--- config.mk ---
export PLATFORM = sky130hd
export DESIGN_NAME = ldss_device_flat
export DESIGN_NICKNAME = d
export VERILOG_FILES = /design/src/rtl/ldss_pkg.sv /design/src/rtl/ldss_if.sv /design/src/rtl/ldss_device.sv /design/src/flat_wrapper.sv
export VERILOG_INCLUDE_DIRS = /design/src /design/src/rtl
export SDC_FILE = /design/constraint.sdc
export NUM_CORES = 1
export LEC_CHECK = 0
export BUFFER_PORTS_ARGS = -buffer_cell sky130_fd_sc_hd__buf_2
export CORE_ASPECT_RATIO = 1.2
export CORE_MARGIN = 1.5
export CORE_UTILIZATION = 58
export CTS_BUF_LIST = sky130_fd_sc_hd__clkbuf_16
export DETAILED_ROUTE_END_ITERATION = 10
export PLACE_DENSITY = 0.78
export RECOVER_POWER = 50
export SYNTH_ARGS = -nofsm -noshare
export SYNTH_HDL_FRONTEND = slang
export SYNTH_SLANG_ARGS = --single-unit
--- constraint.sdc ---
create_clock -name mclk -period 2.5 [get_ports mclk]
set_clock_uncertainty 0.1 [all_clocks]
set_input_delay 0.5 -clock mclk [delete_from_list [all_inputs] [get_ports mclk]]
set_output_delay 0.5 -clock mclk [all_outputs]
set_load 0.005 [all_outputs]
--- src/rtl/ldss_regs.svh ---
// timing counts and mode constants for the linear detector scan sequencer
// assumes a 50 MHz mclk; counts are in detector clocks, except two in ns and LDSS_RST_HIGH_MIN_CYC in mclk cycles
`ifndef LDSS_REGS_SVH
`define LDSS_REGS_SVH
`define LDSS_FIRST_PIX_EDGE 16'h0017
`define LDSS_SAMPLE_EDGE 16'h0018
`define LDSS_PIX_PERIOD 16'h0004
`define LDSS_INTEG_START_EDGE 16'h0002
`define LDSS_INTEG_END_EDGE 16'h0007
`define LDSS_RST_LOW_MIN 16'h000C
`define LDSS_LINE_OVERHEAD 16'h0022
`define LDSS_RST_HIGH_MIN_NS 32'h00004E20
`define LDSS_CLK_PERIOD_NS 32'h00000014
`define LDSS_RST_HIGH_MIN_CYC ((`LDSS_RST_HIGH_MIN_NS + `LDSS_CLK_PERIOD_NS - 32'h1) / `LDSS_CLK_PERIOD_NS)
`define LDSS_N_COARSE 16'h0080
`endif

--- src/rtl/ldss_pkg.sv ---
// state types for the two ends of the scan sequencer link, one type per end
// assumes ldss_regs.svh supplies the timing counts
package ldss_pkg;
   typedef enum logic [3:0]
   {
      LDSS_IDLE = 4'b0001,
      LDSS_WAIT = 4'b0010,
      LDSS_SCAN = 4'b0100,
      LDSS_DONE = 4'b1000
   } ldss_state_t;
   typedef enum logic [3:0]
   {
      LDSS_C_IDLE = 4'b0001,
      LDSS_C_HIGH = 4'b0010,
      LDSS_C_LOW = 4'b0100,
      LDSS_C_HOLD = 4'b1000
   } ldss_ctl_state_t;
endpackage

--- src/rtl/ldss_if.sv ---
// link between the detector sequencer and its timing controller
// the controller owns the detector clock phase via det_clk_fall
interface ldss_if;
   logic det_clk_fall;
   logic reset_n;
   logic trig;
   logic end_of_scan_out_n;
   logic video_valid;
   logic [15:0] pixel_index;
   modport device
   (
      input det_clk_fall,
      input reset_n,
      output trig,
      output end_of_scan_out_n,
      output video_valid,
      output pixel_index
   );
   modport ctrl
   (
      output det_clk_fall,
      output reset_n,
      input trig,
      input end_of_scan_out_n,
      input video_valid,
      input pixel_index
   );
endinterface

--- src/rtl/ldss_device.sv ---
// detector end: integration window and serial pixel sequencing
// assumes det_clk_fall is a one-cycle enable marking each detector clock falling edge
// Function
// - first pixel appears before 23rd falling edge
// - controller samples first pixel at 24th edge
// - one pixel every four clocks after first
// - controller avoids reset rise during readout
// - reset period at least 34 plus 4N
// - end-of-scan low during last pixel
// - reset low twelve cycles, multiple of four
// - reset high at least 20 us
// - reset rise starts integration and readout
// - integrate from edge 2 to edge 7
// - reset sampled on falling clock edges
// - trigger pulse marks valid pixel
// - gain select chooses sensitivity
// - pitch select chooses fine or coarse
// - parallel readout straps all as master
// - serial chain feeds slave from previous end-of-scan
// - master ignores chain-start input
// - chain shares clock, reset and video
// - pixel rate is quarter clock
`include "ldss_regs.svh"
module ldss_device
(
   input wire logic mclk,
   input wire logic sys_rst,
   ldss_if.device lnk,
   input wire logic master_slave_select,
   input wire logic chain_start_input,
   input wire logic gain_select,
   input wire logic pitch_select,
   output logic integrating,
   output logic high_sensitivity,
   output logic fine_pitch
);
   ldss_pkg::ldss_state_t state_q;
   logic rst_lvl_q;
   logic [15:0] edge_cnt_q;
   logic [15:0] pix_q;
   logic [1:0] phase_q;
   logic [15:0] pix_total;
   logic rise;
   logic fall;
   logic chain_q;
   logic chain_pulse;
   logic last_pix;

   // reset only seen on falling edges, so setup/hold lives at the controller
   assign rise = lnk.det_clk_fall && lnk.reset_n && !rst_lvl_q;
   assign fall = lnk.det_clk_fall && !lnk.reset_n && rst_lvl_q;
   assign pix_total = pitch_select ? 16'(`LDSS_N_COARSE << 1) : `LDSS_N_COARSE;
   // trailing edge of the upstream end-of-scan, so two videos never overlap
   assign chain_pulse = lnk.det_clk_fall && chain_start_input && !chain_q;
   assign last_pix = (pix_q == pix_total - 16'h0001);

   always_ff @(posedge mclk or posedge sys_rst)
   begin
      if (sys_rst)
      begin
         rst_lvl_q <= 1'b0;
         chain_q <= 1'b1;
      end
      else if (lnk.det_clk_fall)
      begin
         rst_lvl_q <= lnk.reset_n;
         chain_q <= chain_start_input;
      end
   end

   // edge counter since last reset transition
   always_ff @(posedge mclk or posedge sys_rst)
   begin
      if (sys_rst)
         edge_cnt_q <= 16'h0000;
      else if (rise || fall)
         edge_cnt_q <= 16'h0001;
      else if (lnk.det_clk_fall && edge_cnt_q != 16'hFFFF)
         edge_cnt_q <= edge_cnt_q + 16'h0001;
   end

   always_ff @(posedge mclk or posedge sys_rst)
   begin
      if (sys_rst)
         integrating <= 1'b0;
      else if (lnk.det_clk_fall && rst_lvl_q && edge_cnt_q == `LDSS_INTEG_START_EDGE - 16'h0001)
         integrating <= 1'b1;
      else if (lnk.det_clk_fall && !rst_lvl_q && edge_cnt_q == `LDSS_INTEG_END_EDGE - 16'h0001)
         integrating <= 1'b0;
   end

   always_ff @(posedge mclk or posedge sys_rst)
   begin
      if (sys_rst)
      begin
         high_sensitivity <= 1'b0;
         fine_pitch <= 1'b0;
      end
      else
      begin
         high_sensitivity <= gain_select;
         fine_pitch <= pitch_select;
      end
   end

   // sequencer: wait for the 22nd edge (master) or chain start (slave)
   always_ff @(posedge mclk or posedge sys_rst)
   begin
      if (sys_rst)
      begin
         state_q <= ldss_pkg::LDSS_IDLE;
         pix_q <= 16'h0000;
         phase_q <= 2'b00;
      end
      else
      begin
         case (state_q)
            ldss_pkg::LDSS_IDLE:
            begin
               if (rise)
                  state_q <= ldss_pkg::LDSS_WAIT;
            end
            ldss_pkg::LDSS_WAIT:
            begin
               if (master_slave_select)
               begin
                  // chain_start_input is ignored here
                  if (lnk.det_clk_fall && edge_cnt_q == `LDSS_FIRST_PIX_EDGE - 16'h0002)
                  begin
                     state_q <= ldss_pkg::LDSS_SCAN;
                     pix_q <= 16'h0000;
                     phase_q <= 2'b00;
                  end
               end
               else if (chain_pulse)
               begin
                  state_q <= ldss_pkg::LDSS_SCAN;
                  pix_q <= 16'h0000;
                  phase_q <= 2'b00;
               end
            end
            ldss_pkg::LDSS_SCAN:
            begin
               if (lnk.det_clk_fall)
               begin
                  phase_q <= phase_q + 2'b01;
                  if (phase_q == 2'b11)
                  begin
                     if (last_pix)
                        state_q <= ldss_pkg::LDSS_DONE;
                     else
                        pix_q <= pix_q + 16'h0001;
                  end
               end
            end
            ldss_pkg::LDSS_DONE:
            begin
               state_q <= ldss_pkg::LDSS_IDLE;
            end
            default:
            begin
               state_q <= ldss_pkg::LDSS_IDLE;
            end
         endcase
      end
   end

   // outputs registered; slave idles its video while others read out
   always_ff @(posedge mclk or posedge sys_rst)
   begin
      if (sys_rst)
      begin
         lnk.trig <= 1'b0;
         lnk.end_of_scan_out_n <= 1'b1;
         lnk.video_valid <= 1'b0;
         lnk.pixel_index <= 16'h0000;
      end
      else
      begin
         lnk.video_valid <= (state_q == ldss_pkg::LDSS_SCAN);
         lnk.pixel_index <= pix_q;
         // one mclk wide: only on the detector clock edge inside the slot
         lnk.trig <= (state_q == ldss_pkg::LDSS_SCAN) && (phase_q == 2'b01)
            && lnk.det_clk_fall;
         lnk.end_of_scan_out_n <= !((state_q == ldss_pkg::LDSS_SCAN) && last_pix);
      end
   end
endmodule

--- src/flat_wrapper.sv ---
// flat-port wrapper written by rule: the top's interface ports become plain ports
module ldss_device_flat 
  (mclk, sys_rst, master_slave_select, chain_start_input, gain_select, pitch_select, integrating, high_sensitivity, fine_pitch, lnk_det_clk_fall, lnk_reset_n, lnk_trig, lnk_end_of_scan_out_n, lnk_video_valid, lnk_pixel_index);
  ldss_if lnk_i ();
  input wire logic mclk;
  input wire logic sys_rst;
  input wire logic master_slave_select;
  input wire logic chain_start_input;
  input wire logic gain_select;
  input wire logic pitch_select;
  output logic integrating;
  output logic high_sensitivity;
  output logic fine_pitch;
  input wire logic [$bits(lnk_i.det_clk_fall)-1:0] lnk_det_clk_fall;
  input wire logic [$bits(lnk_i.reset_n)-1:0] lnk_reset_n;
  output wire logic [$bits(lnk_i.trig)-1:0] lnk_trig;
  output wire logic [$bits(lnk_i.end_of_scan_out_n)-1:0] lnk_end_of_scan_out_n;
  output wire logic [$bits(lnk_i.video_valid)-1:0] lnk_video_valid;
  output wire logic [$bits(lnk_i.pixel_index)-1:0] lnk_pixel_index;
  assign lnk_i.det_clk_fall = lnk_det_clk_fall;
  assign lnk_i.reset_n = lnk_reset_n;
  assign lnk_trig = lnk_i.trig;
  assign lnk_end_of_scan_out_n = lnk_i.end_of_scan_out_n;
  assign lnk_video_valid = lnk_i.video_valid;
  assign lnk_pixel_index = lnk_i.pixel_index;
  ldss_device u_core (.mclk(mclk), .sys_rst(sys_rst), .lnk(lnk_i), .master_slave_select(master_slave_select), .chain_start_input(chain_start_input), .gain_select(gain_select), .pitch_select(pitch_select), .integrating(integrating), .high_sensitivity(high_sensitivity), .fine_pitch(fine_pitch));
endmodule
# Word-level counts from Yosys, hierarchy flattened
# Cells that the tools add are included.
# totals
input_bits	8
register_bits	62
out_inout_bits	22
# classes
addsub	4
eq_ne	17
n_mux	25
n_reduce_logical	26
# ops
op	n
two-way mux 16 bit	8
adder 16 x 1 -> 16 bit, second input constant	2
case mux 16 bit (2 select lines)	1
two-way mux 4 bit	7
== test 16 x 1 -> 1 bit, second input constant	1
== test 16 bit	1
== test 16 x 3 -> 1 bit, second input constant	1
== test 16 x 5 -> 1 bit, second input constant	1
!= test 16 bit, second input constant	1
subtractor 16 x 1 -> 16 bit, second input constant	1
logical AND 1 bit	15
case mux 4 bit (3 select lines)	1
AND reduction 6 bit	2
two-way mux 9 bit	1
two-way mux 2 bit	4
!= test 2 x 1 -> 1 bit, second input constant	3
!= test 3 x 2 -> 1 bit, second input constant	2
nonzero test 2 bit	3
== test 4 x 1 -> 1 bit, second input constant	1
== test 4 x 2 -> 1 bit, second input constant	1
== test 4 x 3 -> 1 bit, second input constant	1
logical NOT 1 bit	4
!= test 2 bit, second input constant	2
case mux 2 bit (2 select lines)	1
6 further kinds	7

# Longest topological paths before layout
# depth
ltp_word	7
mapped_depth	8
mapped_depth_nobuf	7

# Worst setup path before layout
# Ideal clock, no wire load.
# synth_timing
kind	reg-to-reg
start	register u_core.edge_cnt_q[3]
end	register u_core.pix_q[10]
required_time_ns	2.276
path_buffers	1
setup_ns	0.124
t_arrival_ns	1.754
synth_period_minus_slack_ns	1.978
stages_incl_launch_ff	7
path_slack_ns	0.522
path_cell_list	dfrtp_1 > nor4_2 > nand3_1 > or3_4 > and2_4 > buf_6 > a211o_1
# synth_between
elab_chain_cells	4
# synth_rtl
element	line	source
from (decl)	ldss_device.sv:39	logic [15:0] edge_cnt_q;
from (signal assigned)	ldss_device.sv:79	edge_cnt_q <= edge_cnt_q + 16'h0001;
== test 16 x 5 -> 1 bit	ldss_device.sv:128	if (lnk.det_clk_fall && edge_cnt_q == `LDSS_FIRST_PIX_EDGE - 16'h0002)
logical AND 1 bit	ldss_device.sv:128	
!= test 3 x 2 -> 1 bit (no line)	--	
AND reduction 6 bit (no line)	--	
to (signal assigned)	ldss_device.sv:152	pix_q <= pix_q + 16'h0001;
to (decl)	ldss_device.sv:40	logic [15:0] pix_q;
# Every way passes these cells.
# A chain may end at the register's enable or synchronous reset.

# Worst setup path after layout
# layout_timing
start	register u_core.state_q[2]
end	register u_core.pix_q[4]
# layout_between
elab_chain_cells	3
word_cells_on_any_way	10
classes_between	eq/ne: 7; mux: 1; reduce/logical: 2
# layout_rtl
element	line	source
from (decl)	ldss_device.sv:37	ldss_pkg::ldss_state_t state_q;
from (signal assigned)	ldss_device.sv:111	state_q <= ldss_pkg::LDSS_IDLE;
from (signal assigned)	ldss_device.sv:121	state_q <= ldss_pkg::LDSS_WAIT;
from (signal assigned)	ldss_device.sv:130	state_q <= ldss_pkg::LDSS_SCAN;
== test 4 x 2 -> 1 bit / == test 4 x 3 -> 1 bit (equally long branches)	ldss_device.sv:117	case (state_q)
!= test 3 x 2 -> 1 bit (no line), or another cell as far along	--	
AND reduction 6 bit (no line)	--	
# Parallel ways exist; a longest one is shown, timed or not.

==> impl_metrics.env <==
export IMPL_outcome="finished, final reports clean"
export IMPL_cts_setup_buffers=0
export IMPL_worst_slew_pin_slew_ns=1.46
export IMPL_clock_latency_ns=0.33
export IMPL_ys_flop_type="dfrtp_1"
export IMPL_yosysWarnings=0
export IMPL_cts_root_buf="clkbuf_16"
export IMPL_reg2reg_depth=7
export IMPL_setup_viol=0
export IMPL_grt_pass1_vias=2305
export IMPL_r2r_start="u_core.state_q[2]$_DFFE_PP0P_"
export IMPL_critPathMostFrequentCell="nand2_1"
export IMPL_yosys_area_share_simple_pct=23.2
export IMPL_worstPathRequired_ns=2.61
export IMPL_crit_fanout=8
export IMPL_synth_fa_ha_area_share_pct=2.49
export IMPL_p_leak_nw=1.60
export IMPL_synth_mux_area_share_pct=1.70
export IMPL_reg2reg_slack_ns=0.43
export IMPL_dr_pass1_iters=7
export IMPL_async_reset_ff_share_pct=100
export IMPL_syn_inst=291
export IMPL_placeableCoreArea_um2=4970
export IMPL_tns_ns=0
export IMPL_synth_edf_count=0
export IMPL_wl_per_cell_um=16.0
export IMPL_comb_power_share_pct=7.2
export IMPL_total_power_w=0.00239
export IMPL_post_dp_hpwl_um=4390
export IMPL_p_int_w=0.00179
export IMPL_synth_compound_area_share_pct=14.7
export IMPL_synthMostInstantiatedCell="dfrtp_1"
export IMPL_rr_endpoint="u_core.pix_q[4]$_DFFE_PP0P_"
export IMPL_cts_buffers=9
export IMPL_totalWireLength_um=6300
export IMPL_crit_type="register to register"
export IMPL_fin_nets=343
export IMPL_final_core_util_pct=70.5
export IMPL_critPathSlowestCell="dfrtp_1"
export IMPL_multiInputGateArea_um2=1360
export IMPL_critPathBufInv=1
export IMPL_grtUsageTotal_pct=25.4
export IMPL_port_buffers=29
export IMPL_fmax_mhz=482
export IMPL_cts_sinks=62
export IMPL_syn2layout_area_growth_pct=16.3
export IMPL_critPathCaptureType="register"
export IMPL_ioPinCount=30
export IMPL_p_sw_share_pct=24.9
export IMPL_cts_tree="done"
export IMPL_ant_nets=0
export IMPL_grt_setup_unrepaired="false"
export IMPL_drive_gt1_share_pct=18.9
export IMPL_clk_pin_slew_worst_paths_ns=0.05
export IMPL_drc=0
export IMPL_seqPwrFrac_pct=47.1
export IMPL_hold_buffers=0
export IMPL_die_h_um=82.0
export IMPL_fin_crit_sh_pct=82.9
export IMPL_max_cap_viol_count=0
export IMPL_yosys_top_cells_area="dfrtp_1, nand3_1, dfstp_2, nand2_1, xnor2_1"
export IMPL_post_synth_top_area_cell="dfrtp_1"
export IMPL_syn_area_per_cell_um2=10.4
export IMPL_final_cell_area_um2=3510
export IMPL_gr_total_overflow=0
export IMPL_antenna_found_initial=0
export IMPL_cp_startpoint="u_core.state_q[2]$_DFFE_PP0P_"
export IMPL_vias_per_cell=6.17
export IMPL_hold_viol=0
export IMPL_netlist_area_um2=3020
export IMPL_vdd_ir_drop_max_uv=606
export IMPL_htree_levels=3
export IMPL_switching_power_w=0.000596
export IMPL_grt_max_degree=35
export IMPL_mappedNetlistNets=305
export IMPL_slew_limit_headroom_pct=2.54
export IMPL_fin_crit_ns=2.07
export IMPL_synth_xor_area_share_pct=2.90
export IMPL_placed_area_um2=3250
export IMPL_holdWs_ns=0.180
export IMPL_die_w_um=68.9
export IMPL_dieArea_um2=5650
export IMPL_hold_class="input port to async pin"
export IMPL_critical_path_endpoint="u_core.pix_q[4]$_DFFE_PP0P_"
export IMPL_synth_top_cell_area_share_pct=48.9
export IMPL_netlist_top_cells_count="dfrtp_1, nand2_1, nor2_1"
export IMPL_fillers=370
export IMPL_start_kind="register"
export IMPL_drt_iter0_markers=211
export IMPL_crit_chain="nor2b_1, nand2_1, inv_2, nand2_1, o21a_1, and2_4, a211o_1"
export IMPL_powerDensity_nw_per_um2=681
export IMPL_seq_area_frac_synth_pct=51.5
export IMPL_diodes=0
export IMPL_clk_path_buf_depth=2
export IMPL_clkPwrFrac_pct=45.7
export IMPL_rows=28
export IMPL_start_util_pct=60.7
export IMPL_critPathMaxStageDelay_ns=0.42
export IMPL_place_gp_congestion=0.924
export IMPL_ys_types=59
export IMPL_grt_pass1_wl_um=10600
export IMPL_crit_arrival_ns=2.19
export IMPL_path_delay_family="simple AND/OR/NAND/NOR gates"
export IMPL_vias=2431
export IMPL_slew_viol_final=0
export IMPL_ys_ff_latch=62
export IMPL_cp_depth=7
export IMPL_ff_latch_area_um2=1560
export IMPL_synth_top_family_by_area="simple AND/OR/NAND/NOR gates"
export IMPL_ctsResizeCount=0
## metrics by stage
stage	setup slack [ns]	instances
after floorplan	0.364	291
after global placement	0.446	378
after detailed placement	0.399	378
after CTS	0.449	394
after global routing	0.288	394
final	0.427	394
## power groups by stage
stage	combinational [W]	sequential [W]	clock (W)
after global placement	0.000172	0.00114	0
final	0.000173	0.00113	0.00109
after global routing	0.000206	0.00114	0.00115
after CTS	0.000179	0.00112	0.00111
after floorplan	0.000128	0.00113	0
after detailed placement	0.000177	0.00114	0
## layer usage
layer | GRT usage, % | wire (um)
met4 | 10.8 | 159
met5 | 0 | 0
met3 | 5.48 | 298
met2 | 42.6 | 3180
met1 | 31.4 | 2660
## worst min path at each step
stage | endpoint | depth (start not counted)
2_1_floorplan | u_core.lnk.pixel_index[6]$_DFF_PP0_ | 0
3_3_place_gp | u_core.lnk.pixel_index[5]$_DFF_PP0_ | 0
3_5_place_dp | u_core.lnk.pixel_index[5]$_DFF_PP0_ | 0
4_1_cts | u_core.pix_q[3]$_DFFE_PP0P_ | 3
5_1_grt | u_core.high_sensitivity$_DFF_PP0_ | 1
6_report | u_core.lnk.video_valid$_DFF_PP0_ | 3
## state kept, by name, indices dropped and copies added (netlist names)
name	count
u_core.high_sensitivity	1
u_core.edge_cnt_q	16
u_core.fine_pitch	1
u_core.chain_q	1
u_core.pix_q	16
u_core.state_q	4
u_core.lnk.pixel_index	16
u_core.phase_q	2
u_core.rst_lvl_q	1
u_core.integrating	1
u_core.lnk.end_of_scan_out_n	1
u_core.lnk.video_valid	1
u_core.lnk.trig	1
## cell type report
class / instances / share of cell area (%)
Clock inverter: 7 / 1.18
Timing Repair Buffer: 37 / 5.60
Inverter: 15 / 1.60
Tap cell: 60 / 2.14
Clock buffer: 9 / 6.42
Sequential cell: 62 / 44.3
Multi-Input combinational cell: 204 / 38.7
## cells in the final DEF (no fill, tap or decap), types with 4 or more instances in the layout
cell type / netlist / layout
dfrtp_1: 59 / 59
buf_2: 2 / 28
nand2_1: 21 / 21
nor2_1: 20 / 20
nand3_1: 18 / 18
inv_1: 14 / 14
a21oi_1: 13 / 13
nor3_1: 11 / 11
xnor2_1: 9 / 9
o21ai_0: 9 / 9
clkbuf_16: 0 / 9
nor4_1: 8 / 8
and3_1: 7 / 7
a211o_1: 7 / 7
nand4_1: 6 / 6
ha_1: 6 / 6
buf_4: 0 / 6
nor2b_1: 5 / 5
and2_1: 4 / 4
a31oi_1: 4 / 4
mux2i_1: 4 / 4
## logic make-up (layout without fill, tap and decap cells)
| logic type | count (synthesis) | in the layout |
|---|---|---|
| mux | 5 | 5 |
| xor+xnor | 10 | 10 |
| flops | 62 | 62 |
| simple gates | 121 | 121 |
| buf+inv | 25 | 68 |
| fa+ha+maj | 6 | 6 |
| compound gates | 62 | 62 |
## worst reg2reg max path: cells and delay by family (launching register included)
family	cells	cell delay, ns
flops	1	0.42
buf+inv	1	0.11
compound gates	2	0.53
simple gates	4	0.81
Power figures use the tool's default switching activity.
